## src/inc/uic_pkg.sv

```systemverilog
`default_nettype none
package uic_pkg;
	// register byte offsets
	localparam logic [4:0] OFS_TX_DATA = 5'h00;
	localparam logic [4:0] OFS_RX_DATA = 5'h04;
	localparam logic [4:0] OFS_BAUD = 5'h08;
	localparam logic [4:0] OFS_MODE = 5'h0C;
	localparam logic [4:0] OFS_CTRL = 5'h10;
	localparam logic [4:0] OFS_SPECIAL = 5'h14;
	// mode_register fields
	localparam int MODE_CLKDIR = 0;
	localparam int MODE_POL = 1;
	localparam int MODE_SRC = 2;
	localparam int MODE_OD = 4;
	localparam int MODE_ODDEVEN = 5;
	localparam int MODE_PARITY = 6;
	localparam int MODE_HSFUNC = 7;
	localparam int MODE_HSDIS = 8;
	// control and status fields
	localparam int CTRL_TE = 0;
	localparam int CTRL_RXON = 1;
	localparam int CTRL_IRQSEL = 2;
	localparam int CTRL_TXBE = 4;
	localparam int CTRL_TXEMPTY = 5;
	localparam int CTRL_RXDONE = 6;
	// special_mode_register fields
	localparam int SPC_SAMPLE = 0;
	localparam int SPC_ACLR = 1;
	localparam int SPC_START = 2;
	localparam int SPC_COLLEN = 3;
	localparam int SPC_COLLFLAG = 4;
	// reset values
	localparam logic [7:0] BAUD_RST = 8'h00;
	localparam logic [1:0] SRC_RST = 2'h0;
	localparam logic [8:0] DATA_RST = 9'h000;
	// frame timing: start, nine data, stop; 16 oversample ticks per bit
	localparam logic [3:0] FRAME_LAST = 4'hA;
	localparam logic [3:0] DATA_LAST = 4'h8;
	localparam logic [3:0] OS_MID = 4'h7;
	// prescaler masks for the four count sources
	localparam logic [5:0] PRESC_F1 = 6'h00;
	localparam logic [5:0] PRESC_F8 = 6'h07;
	localparam logic [5:0] PRESC_F32 = 6'h1F;
	localparam logic [5:0] PRESC_F64 = 6'h3F;

	typedef enum logic [1:0] {
		TX_IDLE = 2'b00,
		TX_WAIT = 2'b01,
		TX_SEND = 2'b10
	} uic_tx_state_t;

	typedef enum logic [1:0] {
		RX_IDLE = 2'b00,
		RX_START = 2'b01,
		RX_DATA = 2'b10,
		RX_STOP = 2'b11
	} uic_rx_state_t;

	// one-shot timer that paces collision sampling per channel
	function automatic int sample_timer(input int ch);
		case (ch)
			0: sample_timer = 3;
			1: sample_timer = 4;
			2: sample_timer = 0;
			3: sample_timer = 4;
			4: sample_timer = 3;
			default: sample_timer = 0;
		endcase
	endfunction : sample_timer

	// prescaler mask for a count source select code
	function automatic logic [5:0] presc_mask(input logic [1:0] sel);
		case (sel)
			2'h0: presc_mask = PRESC_F1;
			2'h1: presc_mask = PRESC_F8;
			2'h2: presc_mask = PRESC_F32;
			default: presc_mask = PRESC_F64;
		endcase
	endfunction : presc_mask
endpackage : uic_pkg
`default_nettype wire

```

## src/inc/uic_clk_if.sv

```systemverilog
`timescale 1ns/10ps
`default_nettype none
interface uic_clk_if;
	logic [1:0] src_sel;
	logic ext_sel;
	logic ext_clk;
	logic [7:0] div;
	logic restart;
	logic over_tick;
	logic bit_tick;
	modport gen (input src_sel, ext_sel, ext_clk, div, restart, output over_tick, bit_tick);
	modport core (output src_sel, ext_sel, ext_clk, div, restart, input over_tick, bit_tick);
endinterface : uic_clk_if
`default_nettype wire

```

## src/hdl/uic_baud_gen.sv

```systemverilog
`timescale 1ns/10ps
`default_nettype none
module uic_baud_gen (
	input wire logic i_clk,
	input wire logic i_rstn,
	uic_clk_if.gen clk_if
);
	logic [5:0] presc_reg;
	logic ext_prev_reg;
	logic [7:0] brg_reg;
	logic [3:0] os_reg;
	logic src_tick;
	logic brg_tick;

	// count source: prescaled system clock or external clock rising edge
	assign src_tick = clk_if.ext_sel ? (clk_if.ext_clk & ~ext_prev_reg)
		: ((presc_reg & uic_pkg::presc_mask(clk_if.src_sel)) == 6'h00);
	assign brg_tick = src_tick && (brg_reg == 8'h00);
	assign clk_if.over_tick = brg_tick;
	assign clk_if.bit_tick = brg_tick && (os_reg == 4'hF);

	// free running prescaler and edge history
	always_ff @(posedge i_clk or negedge i_rstn) begin
		if (!i_rstn) begin
			presc_reg <= 6'h00;
			ext_prev_reg <= 1'b0;
		end else begin
			presc_reg <= presc_reg + 6'h01;
			ext_prev_reg <= clk_if.ext_clk;
		end
	end

	// 8-bit divider, n+1 source ticks per oversample tick
	always_ff @(posedge i_clk or negedge i_rstn) begin
		if (!i_rstn) begin
			brg_reg <= uic_pkg::BAUD_RST;
		end else if (src_tick) begin
			brg_reg <= (brg_reg == 8'h00) ? clk_if.div : brg_reg - 8'h01;
		end
	end

	// sixteen oversample ticks per bit, realigned when a frame starts on an input rise
	always_ff @(posedge i_clk or negedge i_rstn) begin
		if (!i_rstn) begin
			os_reg <= 4'h0;
		end else if (clk_if.restart) begin
			os_reg <= 4'h0;
		end else if (brg_tick) begin
			os_reg <= os_reg + 4'h1;
		end
	end
endmodule : uic_baud_gen
`default_nettype wire

```

## src/hdl/uic_channel.sv

```systemverilog
`timescale 1ns/10ps
`default_nettype none
module uic_channel #(
	parameter int CHANNEL = 0
) (
	input wire logic i_clk,
	input wire logic i_rstn,
	input wire logic [4:0] i_avs_address,
	input wire logic i_avs_read,
	input wire logic i_avs_write,
	input wire logic [31:0] i_avs_writedata,
	output logic [31:0] o_avs_readdata,
	output logic o_avs_waitrequest,
	input wire logic i_serial_in_pin,
	output logic o_serial_out_pin,
	output logic o_serial_out_oe,
	input wire logic i_ext_clk,
	input wire logic [4:0] i_timer_underflow,
	output logic o_tx_irq,
	output logic o_rx_irq,
	output logic o_collision_irq
);
	localparam int TIMER_IDX = uic_pkg::sample_timer(CHANNEL);
	localparam logic FORCE_OD = (CHANNEL == 2);

	uic_clk_if clk_if ();

	logic ack_reg;
	logic wr_go;
	logic rd_go;
	logic [31:0] rd_next;
	logic [8:0] tx_buf_reg;
	logic tx_full_reg;
	logic [8:0] rx_buf_reg;
	logic rx_done_reg;
	logic [7:0] baud_reg;
	logic clkdir_reg;
	logic pol_reg;
	logic [1:0] src_reg;
	logic od_reg;
	logic odd_even_reg;
	logic hs_func_reg;
	logic te_reg;
	logic rx_on_reg;
	logic irq_sel_reg;
	logic sample_sel_reg;
	logic aclr_reg;
	logic start_sel_reg;
	logic coll_en_reg;
	logic coll_flag_reg;
	uic_pkg::uic_tx_state_t tx_state_reg;
	logic [10:0] tx_frame_reg;
	logic [3:0] tx_cnt_reg;
	logic tx_level_reg;
	logic buf_empty_ev;
	logic tx_done_ev;
	uic_pkg::uic_rx_state_t rx_state_reg;
	logic [3:0] rx_os_reg;
	logic [3:0] rx_cnt_reg;
	logic [8:0] rx_shift_reg;
	logic rx_prev_reg;
	logic rx_level;
	logic rx_rise;
	logic rx_fall;
	logic rx_mid;
	logic rx_done_ev;
	logic sample_ev;
	logic open_drain;

	uic_baud_gen u_baud (
		.i_clk(i_clk),
		.i_rstn(i_rstn),
		.clk_if(clk_if.gen)
	);

	// baud generator configuration
	assign clk_if.src_sel = src_reg;
	assign clk_if.ext_sel = clkdir_reg;
	assign clk_if.ext_clk = i_ext_clk;
	assign clk_if.div = baud_reg;
	assign clk_if.restart = (tx_state_reg == uic_pkg::TX_WAIT) && start_sel_reg && rx_rise;

	// bus slave: one wait cycle, then the access completes
	assign o_avs_waitrequest = (i_avs_read | i_avs_write) & ~ack_reg;
	assign wr_go = i_avs_write & ack_reg;
	assign rd_go = i_avs_read & ack_reg;

	always_ff @(posedge i_clk or negedge i_rstn) begin
		if (!i_rstn) begin
			ack_reg <= 1'b0;
		end else begin
			ack_reg <= (i_avs_read | i_avs_write) & ~ack_reg;
		end
	end

	// read data mux; unmapped offsets read zero
	always_comb begin
		rd_next = 32'h0000_0000;
		case (i_avs_address)
			uic_pkg::OFS_TX_DATA: rd_next[8:0] = tx_buf_reg;
			uic_pkg::OFS_RX_DATA: rd_next[8:0] = rx_buf_reg;
			uic_pkg::OFS_BAUD: rd_next[7:0] = baud_reg;
			uic_pkg::OFS_MODE: begin
				rd_next[uic_pkg::MODE_CLKDIR] = clkdir_reg;
				rd_next[uic_pkg::MODE_POL] = pol_reg;
				rd_next[uic_pkg::MODE_SRC +: 2] = src_reg;
				rd_next[uic_pkg::MODE_OD] = od_reg & ~FORCE_OD;
				rd_next[uic_pkg::MODE_ODDEVEN] = odd_even_reg;
				rd_next[uic_pkg::MODE_PARITY] = 1'b0;
				rd_next[uic_pkg::MODE_HSFUNC] = hs_func_reg;
				rd_next[uic_pkg::MODE_HSDIS] = 1'b1;
			end
			uic_pkg::OFS_CTRL: begin
				rd_next[uic_pkg::CTRL_TE] = te_reg;
				rd_next[uic_pkg::CTRL_RXON] = rx_on_reg;
				rd_next[uic_pkg::CTRL_IRQSEL] = irq_sel_reg;
				rd_next[uic_pkg::CTRL_TXBE] = ~tx_full_reg;
				rd_next[uic_pkg::CTRL_TXEMPTY] = (tx_state_reg == uic_pkg::TX_IDLE);
				rd_next[uic_pkg::CTRL_RXDONE] = rx_done_reg;
			end
			uic_pkg::OFS_SPECIAL: begin
				rd_next[uic_pkg::SPC_SAMPLE] = sample_sel_reg;
				rd_next[uic_pkg::SPC_ACLR] = aclr_reg;
				rd_next[uic_pkg::SPC_START] = start_sel_reg;
				rd_next[uic_pkg::SPC_COLLEN] = coll_en_reg;
				rd_next[uic_pkg::SPC_COLLFLAG] = coll_flag_reg;
			end
			default: rd_next = 32'h0000_0000;
		endcase
	end

	always_ff @(posedge i_clk or negedge i_rstn) begin
		if (!i_rstn) begin
			o_avs_readdata <= 32'h0000_0000;
		end else if (i_avs_read && !ack_reg) begin
			o_avs_readdata <= rd_next;
		end
	end

	// configuration registers; parity and handshake have no effect here
	always_ff @(posedge i_clk or negedge i_rstn) begin
		if (!i_rstn) begin
			baud_reg <= uic_pkg::BAUD_RST;
			clkdir_reg <= 1'b0;
			pol_reg <= 1'b0;
			src_reg <= uic_pkg::SRC_RST;
			od_reg <= 1'b0;
			odd_even_reg <= 1'b0;
			hs_func_reg <= 1'b0;
			rx_on_reg <= 1'b0;
			irq_sel_reg <= 1'b0;
			sample_sel_reg <= 1'b0;
			aclr_reg <= 1'b0;
			start_sel_reg <= 1'b0;
			coll_en_reg <= 1'b0;
		end else if (wr_go) begin
			case (i_avs_address)
				uic_pkg::OFS_BAUD: baud_reg <= i_avs_writedata[7:0];
				uic_pkg::OFS_MODE: begin
					clkdir_reg <= i_avs_writedata[uic_pkg::MODE_CLKDIR];
					pol_reg <= i_avs_writedata[uic_pkg::MODE_POL];
					src_reg <= i_avs_writedata[uic_pkg::MODE_SRC +: 2];
					od_reg <= i_avs_writedata[uic_pkg::MODE_OD];
					odd_even_reg <= i_avs_writedata[uic_pkg::MODE_ODDEVEN];
					hs_func_reg <= i_avs_writedata[uic_pkg::MODE_HSFUNC];
				end
				uic_pkg::OFS_CTRL: begin
					rx_on_reg <= i_avs_writedata[uic_pkg::CTRL_RXON];
					irq_sel_reg <= i_avs_writedata[uic_pkg::CTRL_IRQSEL];
				end
				uic_pkg::OFS_SPECIAL: begin
					sample_sel_reg <= i_avs_writedata[uic_pkg::SPC_SAMPLE];
					aclr_reg <= i_avs_writedata[uic_pkg::SPC_ACLR];
					start_sel_reg <= i_avs_writedata[uic_pkg::SPC_START];
					coll_en_reg <= i_avs_writedata[uic_pkg::SPC_COLLEN];
				end
				default: ;
			endcase
		end
	end

	// transmit enable; auto-clear overrides a software write
	always_ff @(posedge i_clk or negedge i_rstn) begin
		if (!i_rstn) begin
			te_reg <= 1'b0;
		end else if (aclr_reg && coll_flag_reg) begin
			te_reg <= 1'b0;
		end else if (wr_go && i_avs_address == uic_pkg::OFS_CTRL) begin
			te_reg <= i_avs_writedata[uic_pkg::CTRL_TE];
		end
	end

	// transmit buffer; a write in the hand-over cycle refills the buffer
	always_ff @(posedge i_clk or negedge i_rstn) begin
		if (!i_rstn) begin
			tx_buf_reg <= uic_pkg::DATA_RST;
			tx_full_reg <= 1'b0;
		end else if (wr_go && i_avs_address == uic_pkg::OFS_TX_DATA) begin
			tx_buf_reg <= i_avs_writedata[8:0];
			tx_full_reg <= 1'b1;
		end else if (buf_empty_ev) begin
			tx_full_reg <= 1'b0;
		end
	end

	// receive pin level after polarity, and its edges
	assign rx_level = i_serial_in_pin ^ pol_reg;
	assign rx_rise = rx_level & ~rx_prev_reg;
	assign rx_fall = ~rx_level & rx_prev_reg;
	assign buf_empty_ev = (tx_state_reg == uic_pkg::TX_IDLE) && te_reg && tx_full_reg;
	assign tx_done_ev = (tx_state_reg == uic_pkg::TX_SEND) && clk_if.bit_tick
		&& (tx_cnt_reg == uic_pkg::FRAME_LAST);

	// transmitter: each character is one start, nine data and one stop bit on the line
	always_ff @(posedge i_clk or negedge i_rstn) begin
		if (!i_rstn) begin
			tx_state_reg <= uic_pkg::TX_IDLE;
			tx_frame_reg <= 11'h7FF;
			tx_cnt_reg <= 4'h0;
			tx_level_reg <= 1'b1;
		end else if (!te_reg) begin
			tx_state_reg <= uic_pkg::TX_IDLE;
			tx_level_reg <= 1'b1;
		end else begin
			case (tx_state_reg)
				uic_pkg::TX_IDLE: begin
					if (buf_empty_ev) begin
						tx_frame_reg <= {1'b1, tx_buf_reg, 1'b0};
						tx_state_reg <= uic_pkg::TX_WAIT;
					end
				end
				uic_pkg::TX_WAIT: begin
					if (start_sel_reg ? rx_rise : clk_if.bit_tick) begin
						tx_state_reg <= uic_pkg::TX_SEND;
						tx_cnt_reg <= 4'h0;
						tx_level_reg <= tx_frame_reg[0];
					end
				end
				uic_pkg::TX_SEND: begin
					if (tx_done_ev) begin
						tx_state_reg <= uic_pkg::TX_IDLE;
						tx_level_reg <= 1'b1;
					end else if (clk_if.bit_tick) begin
						tx_cnt_reg <= tx_cnt_reg + 4'h1;
						tx_level_reg <= tx_frame_reg[tx_cnt_reg + 4'h1];
					end
				end
				default: tx_state_reg <= uic_pkg::TX_IDLE;
			endcase
		end
	end

	// pin drive: open drain only pulls low
	assign open_drain = od_reg | FORCE_OD;
	always_ff @(posedge i_clk or negedge i_rstn) begin
		if (!i_rstn) begin
			o_serial_out_pin <= ~FORCE_OD; // open drain never drives high
			o_serial_out_oe <= 1'b0;
		end else begin
			o_serial_out_pin <= open_drain ? 1'b0 : (tx_level_reg ^ pol_reg);
			o_serial_out_oe <= open_drain ? ~(tx_level_reg ^ pol_reg) : 1'b1;
		end
	end

	// receiver: mid-bit sampling on the oversample tick
	assign rx_mid = clk_if.over_tick && (rx_os_reg == uic_pkg::OS_MID);
	assign rx_done_ev = (rx_state_reg == uic_pkg::RX_STOP) && rx_mid;
	always_ff @(posedge i_clk or negedge i_rstn) begin
		if (!i_rstn) begin
			rx_state_reg <= uic_pkg::RX_IDLE;
			rx_os_reg <= 4'h0;
			rx_cnt_reg <= 4'h0;
			rx_shift_reg <= uic_pkg::DATA_RST;
		end else if (!rx_on_reg) begin
			rx_state_reg <= uic_pkg::RX_IDLE;
		end else begin
			if (clk_if.over_tick) begin
				rx_os_reg <= rx_os_reg + 4'h1;
			end
			case (rx_state_reg)
				uic_pkg::RX_IDLE: begin
					if (rx_fall) begin
						rx_state_reg <= uic_pkg::RX_START;
						rx_os_reg <= 4'h0;
					end
				end
				uic_pkg::RX_START: begin
					if (rx_mid) begin
						rx_state_reg <= rx_level ? uic_pkg::RX_IDLE : uic_pkg::RX_DATA;
						rx_cnt_reg <= 4'h0;
					end
				end
				uic_pkg::RX_DATA: begin
					if (rx_mid) begin
						rx_shift_reg <= {rx_level, rx_shift_reg[8:1]};
						rx_cnt_reg <= rx_cnt_reg + 4'h1;
						if (rx_cnt_reg == uic_pkg::DATA_LAST) begin
							rx_state_reg <= uic_pkg::RX_STOP;
						end
					end
				end
				uic_pkg::RX_STOP: begin
					if (rx_mid) begin
						rx_state_reg <= uic_pkg::RX_IDLE;
					end
				end
				default: rx_state_reg <= uic_pkg::RX_IDLE;
			endcase
		end
	end

	// receive buffer and completion flag; a new character wins over the read
	always_ff @(posedge i_clk or negedge i_rstn) begin
		if (!i_rstn) begin
			rx_buf_reg <= uic_pkg::DATA_RST;
			rx_done_reg <= 1'b0;
		end else if (rx_done_ev) begin
			rx_buf_reg <= rx_shift_reg;
			rx_done_reg <= 1'b1;
		end else if (rd_go && i_avs_address == uic_pkg::OFS_RX_DATA) begin
			rx_done_reg <= 1'b0;
		end
	end

	// collision sampling event from bit clock or the channel's timer
	assign sample_ev = sample_sel_reg ? i_timer_underflow[TIMER_IDX]
		: clk_if.bit_tick;

	// sticky collision flag; write one to clear, a new mismatch wins
	always_ff @(posedge i_clk or negedge i_rstn) begin
		if (!i_rstn) begin
			coll_flag_reg <= 1'b0;
		end else if (sample_ev && (tx_level_reg != rx_level)) begin
			coll_flag_reg <= 1'b1;
		end else if (wr_go && i_avs_address == uic_pkg::OFS_SPECIAL
			&& i_avs_writedata[uic_pkg::SPC_COLLFLAG]) begin
			coll_flag_reg <= 1'b0;
		end
	end

	// channels 0 and 1 gate the request with their enable bit
	assign o_collision_irq = coll_flag_reg & (coll_en_reg | (CHANNEL > 1));

	// interrupt pulses and edge history
	always_ff @(posedge i_clk or negedge i_rstn) begin
		if (!i_rstn) begin
			o_tx_irq <= 1'b0;
			o_rx_irq <= 1'b0;
			rx_prev_reg <= 1'b1;
		end else begin
			o_tx_irq <= irq_sel_reg ? tx_done_ev : buf_empty_ev;
			o_rx_irq <= rx_done_ev;
			rx_prev_reg <= rx_level;
		end
	end

	AST_COLL_SET: assert property (@(posedge i_clk) disable iff (!i_rstn)
		sample_ev && (tx_level_reg != rx_level) |=> coll_flag_reg)
		else $error("mismatch did not set collision flag");
	AST_COLL_HOLD: assert property (@(posedge i_clk) disable iff (!i_rstn)
		coll_flag_reg && !wr_go |=> coll_flag_reg)
		else $error("collision flag dropped without a clear");
	AST_AUTO_CLR: assert property (@(posedge i_clk) disable iff (!i_rstn)
		aclr_reg && coll_flag_reg |=> !te_reg ##1 tx_state_reg == uic_pkg::TX_IDLE)
		else $error("auto-clear did not stop transmission");
	AST_TE_GATE: assert property (@(posedge i_clk) disable iff (!i_rstn)
		!te_reg |=> tx_state_reg == uic_pkg::TX_IDLE && tx_level_reg)
		else $error("transmitter active while disabled");
	AST_START_RISE: assert property (@(posedge i_clk) disable iff (!i_rstn)
		tx_state_reg == uic_pkg::TX_WAIT && te_reg && start_sel_reg && rx_rise
		|=> tx_state_reg == uic_pkg::TX_SEND && !tx_level_reg)
		else $error("start on input rise missed");
	AST_FRAME_END: assert property (@(posedge i_clk) disable iff (!i_rstn)
		tx_done_ev && te_reg && !(aclr_reg && coll_flag_reg)
		|=> tx_level_reg ##1 o_serial_out_pin == (open_drain ? 1'b0 : ~$past(pol_reg)))
		else $error("frame did not end on stop level");
	AST_OPEN_DRAIN: assert property (@(posedge i_clk) disable iff (!i_rstn)
		$past(open_drain) |-> !o_serial_out_pin)
		else $error("open drain output drove high");
	AST_RX_STORE: assert property (@(posedge i_clk) disable iff (!i_rstn)
		rx_done_ev |=> rx_done_reg && o_rx_irq && rx_buf_reg == $past(rx_shift_reg))
		else $error("received character not stored");
	AST_TX_IRQ: assert property (@(posedge i_clk) disable iff (!i_rstn)
		buf_empty_ev && !irq_sel_reg
		&& !(wr_go && i_avs_address == uic_pkg::OFS_TX_DATA) |=> o_tx_irq && !tx_full_reg)
		else $error("buffer empty request missing");
	AST_BUS_WAIT: assert property (@(posedge i_clk) disable iff (!i_rstn)
		o_avs_waitrequest && $stable(i_avs_address) |=> !o_avs_waitrequest)
		else $error("waitrequest held more than one cycle");
endmodule : uic_channel
`default_nettype wire

```

## config.mk

```make
export PLATFORM = sky130hd
export DESIGN_NAME = uic_channel
export DESIGN_NICKNAME = d
export VERILOG_FILES = /design/src/inc/uic_pkg.sv /design/src/inc/uic_clk_if.sv /design/src/hdl/uic_baud_gen.sv /design/src/hdl/uic_channel.sv
export SDC_FILE = /design/constraint.sdc
export NUM_CORES = 1
export LEC_CHECK = 0
export ABC_AREA = 1
export BUFFER_PORTS_ARGS = -buffer_cell sky130_fd_sc_hd__buf_2
export CORE_MARGIN = 1
export CORE_UTILIZATION = 50
export DETAILED_ROUTE_END_ITERATION = 10
export GPL_TIMING_DRIVEN = 0
export PLACE_DENSITY = 0.7
export SLEW_MARGIN = 20
export SYNTH_ARGS = -nofsm -noshare
export SYNTH_HDL_FRONTEND = slang
export SYNTH_SLANG_ARGS = --single-unit
```

## constraint.sdc

```tcl
create_clock -name i_clk -period 2.79 [get_ports i_clk]
set_input_delay 0 -clock i_clk [delete_from_list [all_inputs] [get_ports i_clk]]
set_output_delay 0 -clock i_clk [all_outputs]
set_load 0.05 [all_outputs]
```

==> flow_summary_export.csv <==
group,metric,value,unit
run_status,status,"completed",
grt,grt_usage,25.8,%
sta,fin_ws,0.144,ns
power,p_int,0.00378,W
critical_path,path_class,"register to register",
clock_network,cts.path.max_buffers,2,
flow_run,maxCapViolCount,0,
synth,syn_avg_cell_area,8.37,sq um
detailed_routing,drc,0,
power,p_switching,0.00169,W
placed_design,io_buffers,35,
floorplan,ios,86,
synth,ys.flop_type,"dfrtp_1",
synth,synth_area_leaders,"dfrtp_1, nand2_1, dfstp_2, o21ai_0, inv_1",
hold_path,hold_class,"input pin to async pin",
grt,grt_pass1_wl,22.5,mm
placed_design,post-place-ws,0.828,ns
cells_and_area,largest_reg_flops,10,
floorplan,dieArea,0.0116,sq mm
sta,finalCritPeriodShare,94.8,%
power,clkPwrFrac,40.7,%
critical_path,crit_fanout,5,
clock_network,clock_latency,0.53,ns
power,p_comb_share,20.3,%
synth,synthArstFlopShare,100,%
sta,setup_viol,0,
sta,slew_violations,0,
detailed_routing,wl_per_cell,14.6,um
floorplan,die_h,108,um
sta,fmax,378,MHz
cells_and_area,fin_area,0.00686,sq mm
sta,hold_viol_final,0,
detailed_routing,ant_nets,0,
grt,grt_pass1_vias,4651,
floorplan,die_w,108,um
clock_network,cts_buffers,17,
detailed_routing,viasPerCell,5.20,
power,swShare,30.9,%
synth,synth_cells,668,
floorplan,start_util,51.4,%
detailed_routing,drt-pass1-iter-count,5,
placed_design,post-dp-hpwl,9.65,mm
synth,yosys_warnings,0,
synth,synth_edf_count,0,
placed_design,dpl_cell_area,0.00606,sq mm
synth,yosys.area.top_type_share,44.8,%
sta,rsz0062_at_grt,"no",
synth,syn_area,0.00559,sq mm
detailed_routing,drt_iter0_drc,375,
power,powerDensity,797,mW/mm^2
power,p_leak,3.35,nW
clock_network,post_cts_buffers,0,
clock_network,cts.sinks,113,
grt,antenna_found_initial,0,
clock_network,clkTransAtPathRegs,0.06,ns
power,seq_power_share,38.9,%
power,power.total,0.00547,W
critical_path,cp.arrival,3.11,ns
critical_path,critPathRequiredTime,3.25,ns
power,ir_worst_vdd,0.562,mV
cells_and_area,fin_nets,820,
synth,yosysSeqAreaShare,50.9,%
cells_and_area,area_growth,22.6,%
synth,post-synth-top-area-cell,"dfrtp_1",
sta,skew,0.00574,ns
placed_design,dpl.cell_count,866,
grt,overflow,0,
placed_design,gp_congestion,0.917,
cells_and_area,drive_gt1_share,16.9,%
grt,grt_max_degree,83,
synth,synth_cell_types,41,
critical_path,worstSetupStartpointType,"register",
cells_and_area,antennaDiodeCount,0,
sta,min_period,2.65,ns
floorplan,core,0.0109,sq mm
detailed_routing,routed_wl,13.4,mm
clock_network,htreeDepth,4,
floorplan,rows,38,
clock_network,tritoncts,"yes",
sta,tns,0,ns
detailed_routing,num_vias,4762,
cells_and_area,layout.cells.non_filler,916,
critical_path,critPathCaptureType,"register",
clock_network,clockRootBuffer,"clkbuf_8",
synth,ys_ff_latch,113,
==> what timing repair did <==
action / CTS / global route
gates resized for setup: 0 / 1
hold buffers: 18 / 0
hold endpoints to repair: 145 / 0
setup endpoints to repair: 0 / 1
==> metrics by stage <==
stage                     util, %  hold slack (ns)
final                        63.0           0.0121
after global routing         63.0           0.0159
after CTS                    63.0          0.00665
after detailed placement     55.6          -0.0944
after global placement       55.3            0.133
after floorplan                 -           -0.296
==> path summary, 6_finish.rpt <==
path / slack (ns) / cells past startpoint / end / from
min: 0.01 / 3 / tx_cnt_reg[0] / i_rstn
min in group i_clk: 0.05 / 6 / o_avs_readdata[4] / i_avs_address[3]
min reg2reg: 0.46 / 1 / o_serial_out_pin / od_reg
max in group asynchronous: 2.34 / 3 / rx_prev_reg / i_rstn
max: 0.14 / 10 / coll_flag_reg / u_baud.brg_reg[0]
max reg2reg: 0.14 / 10 / coll_flag_reg / u_baud.brg_reg[0]
==> cell type report <==
cell class / count / area (sq um)
buffer: 35 / 233
clock buffer: 20 / 445
clock inverter: 12 / 163
fill: 938 / 4030
inverter: 89 / 335
multi-input combinational: 453 / 2260
sequential: 113 / 2840
tap: 140 / 175
timing repair buffer: 54 / 399
==> cells in the mapped netlist, types with 7 or more instances <==
cell type  instances
xor2_1             8
nor3_1             7
o21ai_1           11
o21ai_0           64
buf_4             24
ha_1               9
nor2_1            43
nand2_1          171
a221oi_1          10
a21oi_1           24
dfstp_2           13
o21ai_2            8
dfrtp_1          100
clkbuf_1           7
nand3_1           33
inv_1             85
==> kinds of logic (layout without fill, tap and decap cells) <==
| logic type | Yosys count | in the layout | share of synthesized area [%] |
|---|---|---|---|
| flops | 113 | 113 | 50.9 |
| xor+xnor | 12 | 12 | 1.88 |
| mux | 1 | 1 | 0.201 |
| buf+inv | 124 | 210 | 10.2 |
| other cells | 1 | 23 | 0.0671 |
| compound gates | 133 | 133 | 13.8 |
| simple gates | 275 | 275 | 21.0 |
| fa+ha+maj | 9 | 9 | 2.01 |
==> worst max-delay path, cell delays in order, from the launching register on <==
cell           delay (ns)
dfrtp_1              0.38
inv_1                0.13
ha_1                 0.16
nand3_1              0.11
nor2_4               0.19
nand4_1              0.21
o21ai_1              0.18
nand2_1              0.07
dlygate4sd3_1        0.55
nand2_1              0.06
dlygate4sd3_1        0.55
==> cells in the final DEF, fill, tap and decap left out, types with 23 or more instances in the layout <==
master,instances
conb_1,23
inv_1,85
buf_2,36
a21oi_1,24
buf_4,24
nand2_1,171
dfrtp_1,100
nor2_1,43
o21ai_0,63
nand3_1,33
==> power by group through the flow <==
stage	Clock (W)	Combinational [W]	Sequential (W)
5_1_grt	0.00233	0.00126	0.00216
3_5_place_dp	0	0.00107	0.00214
3_3_place_gp	0	0.00102	0.00214
4_1_cts	0.00224	0.00111	0.00212
6_report	0.00223	0.00111	0.00213
2_1_floorplan	0	0.000728	0.00218
==> per-layer routing <==
layer / wire (um) / up-vias / part of all wire, % / GRT usage, %
li1: - / 2318 / - / -
met1: 5850 / 2244 / 44 / 33.7
met2: 6310 / 166 / 47 / 40.6
met3: 770 / 34 / 5.8 / 6.30
met4: 456 / 0 / 3.4 / 11.4
met5: 0 / - / 0 / 0
Note: power is estimated with default switching activity, not from simulation.
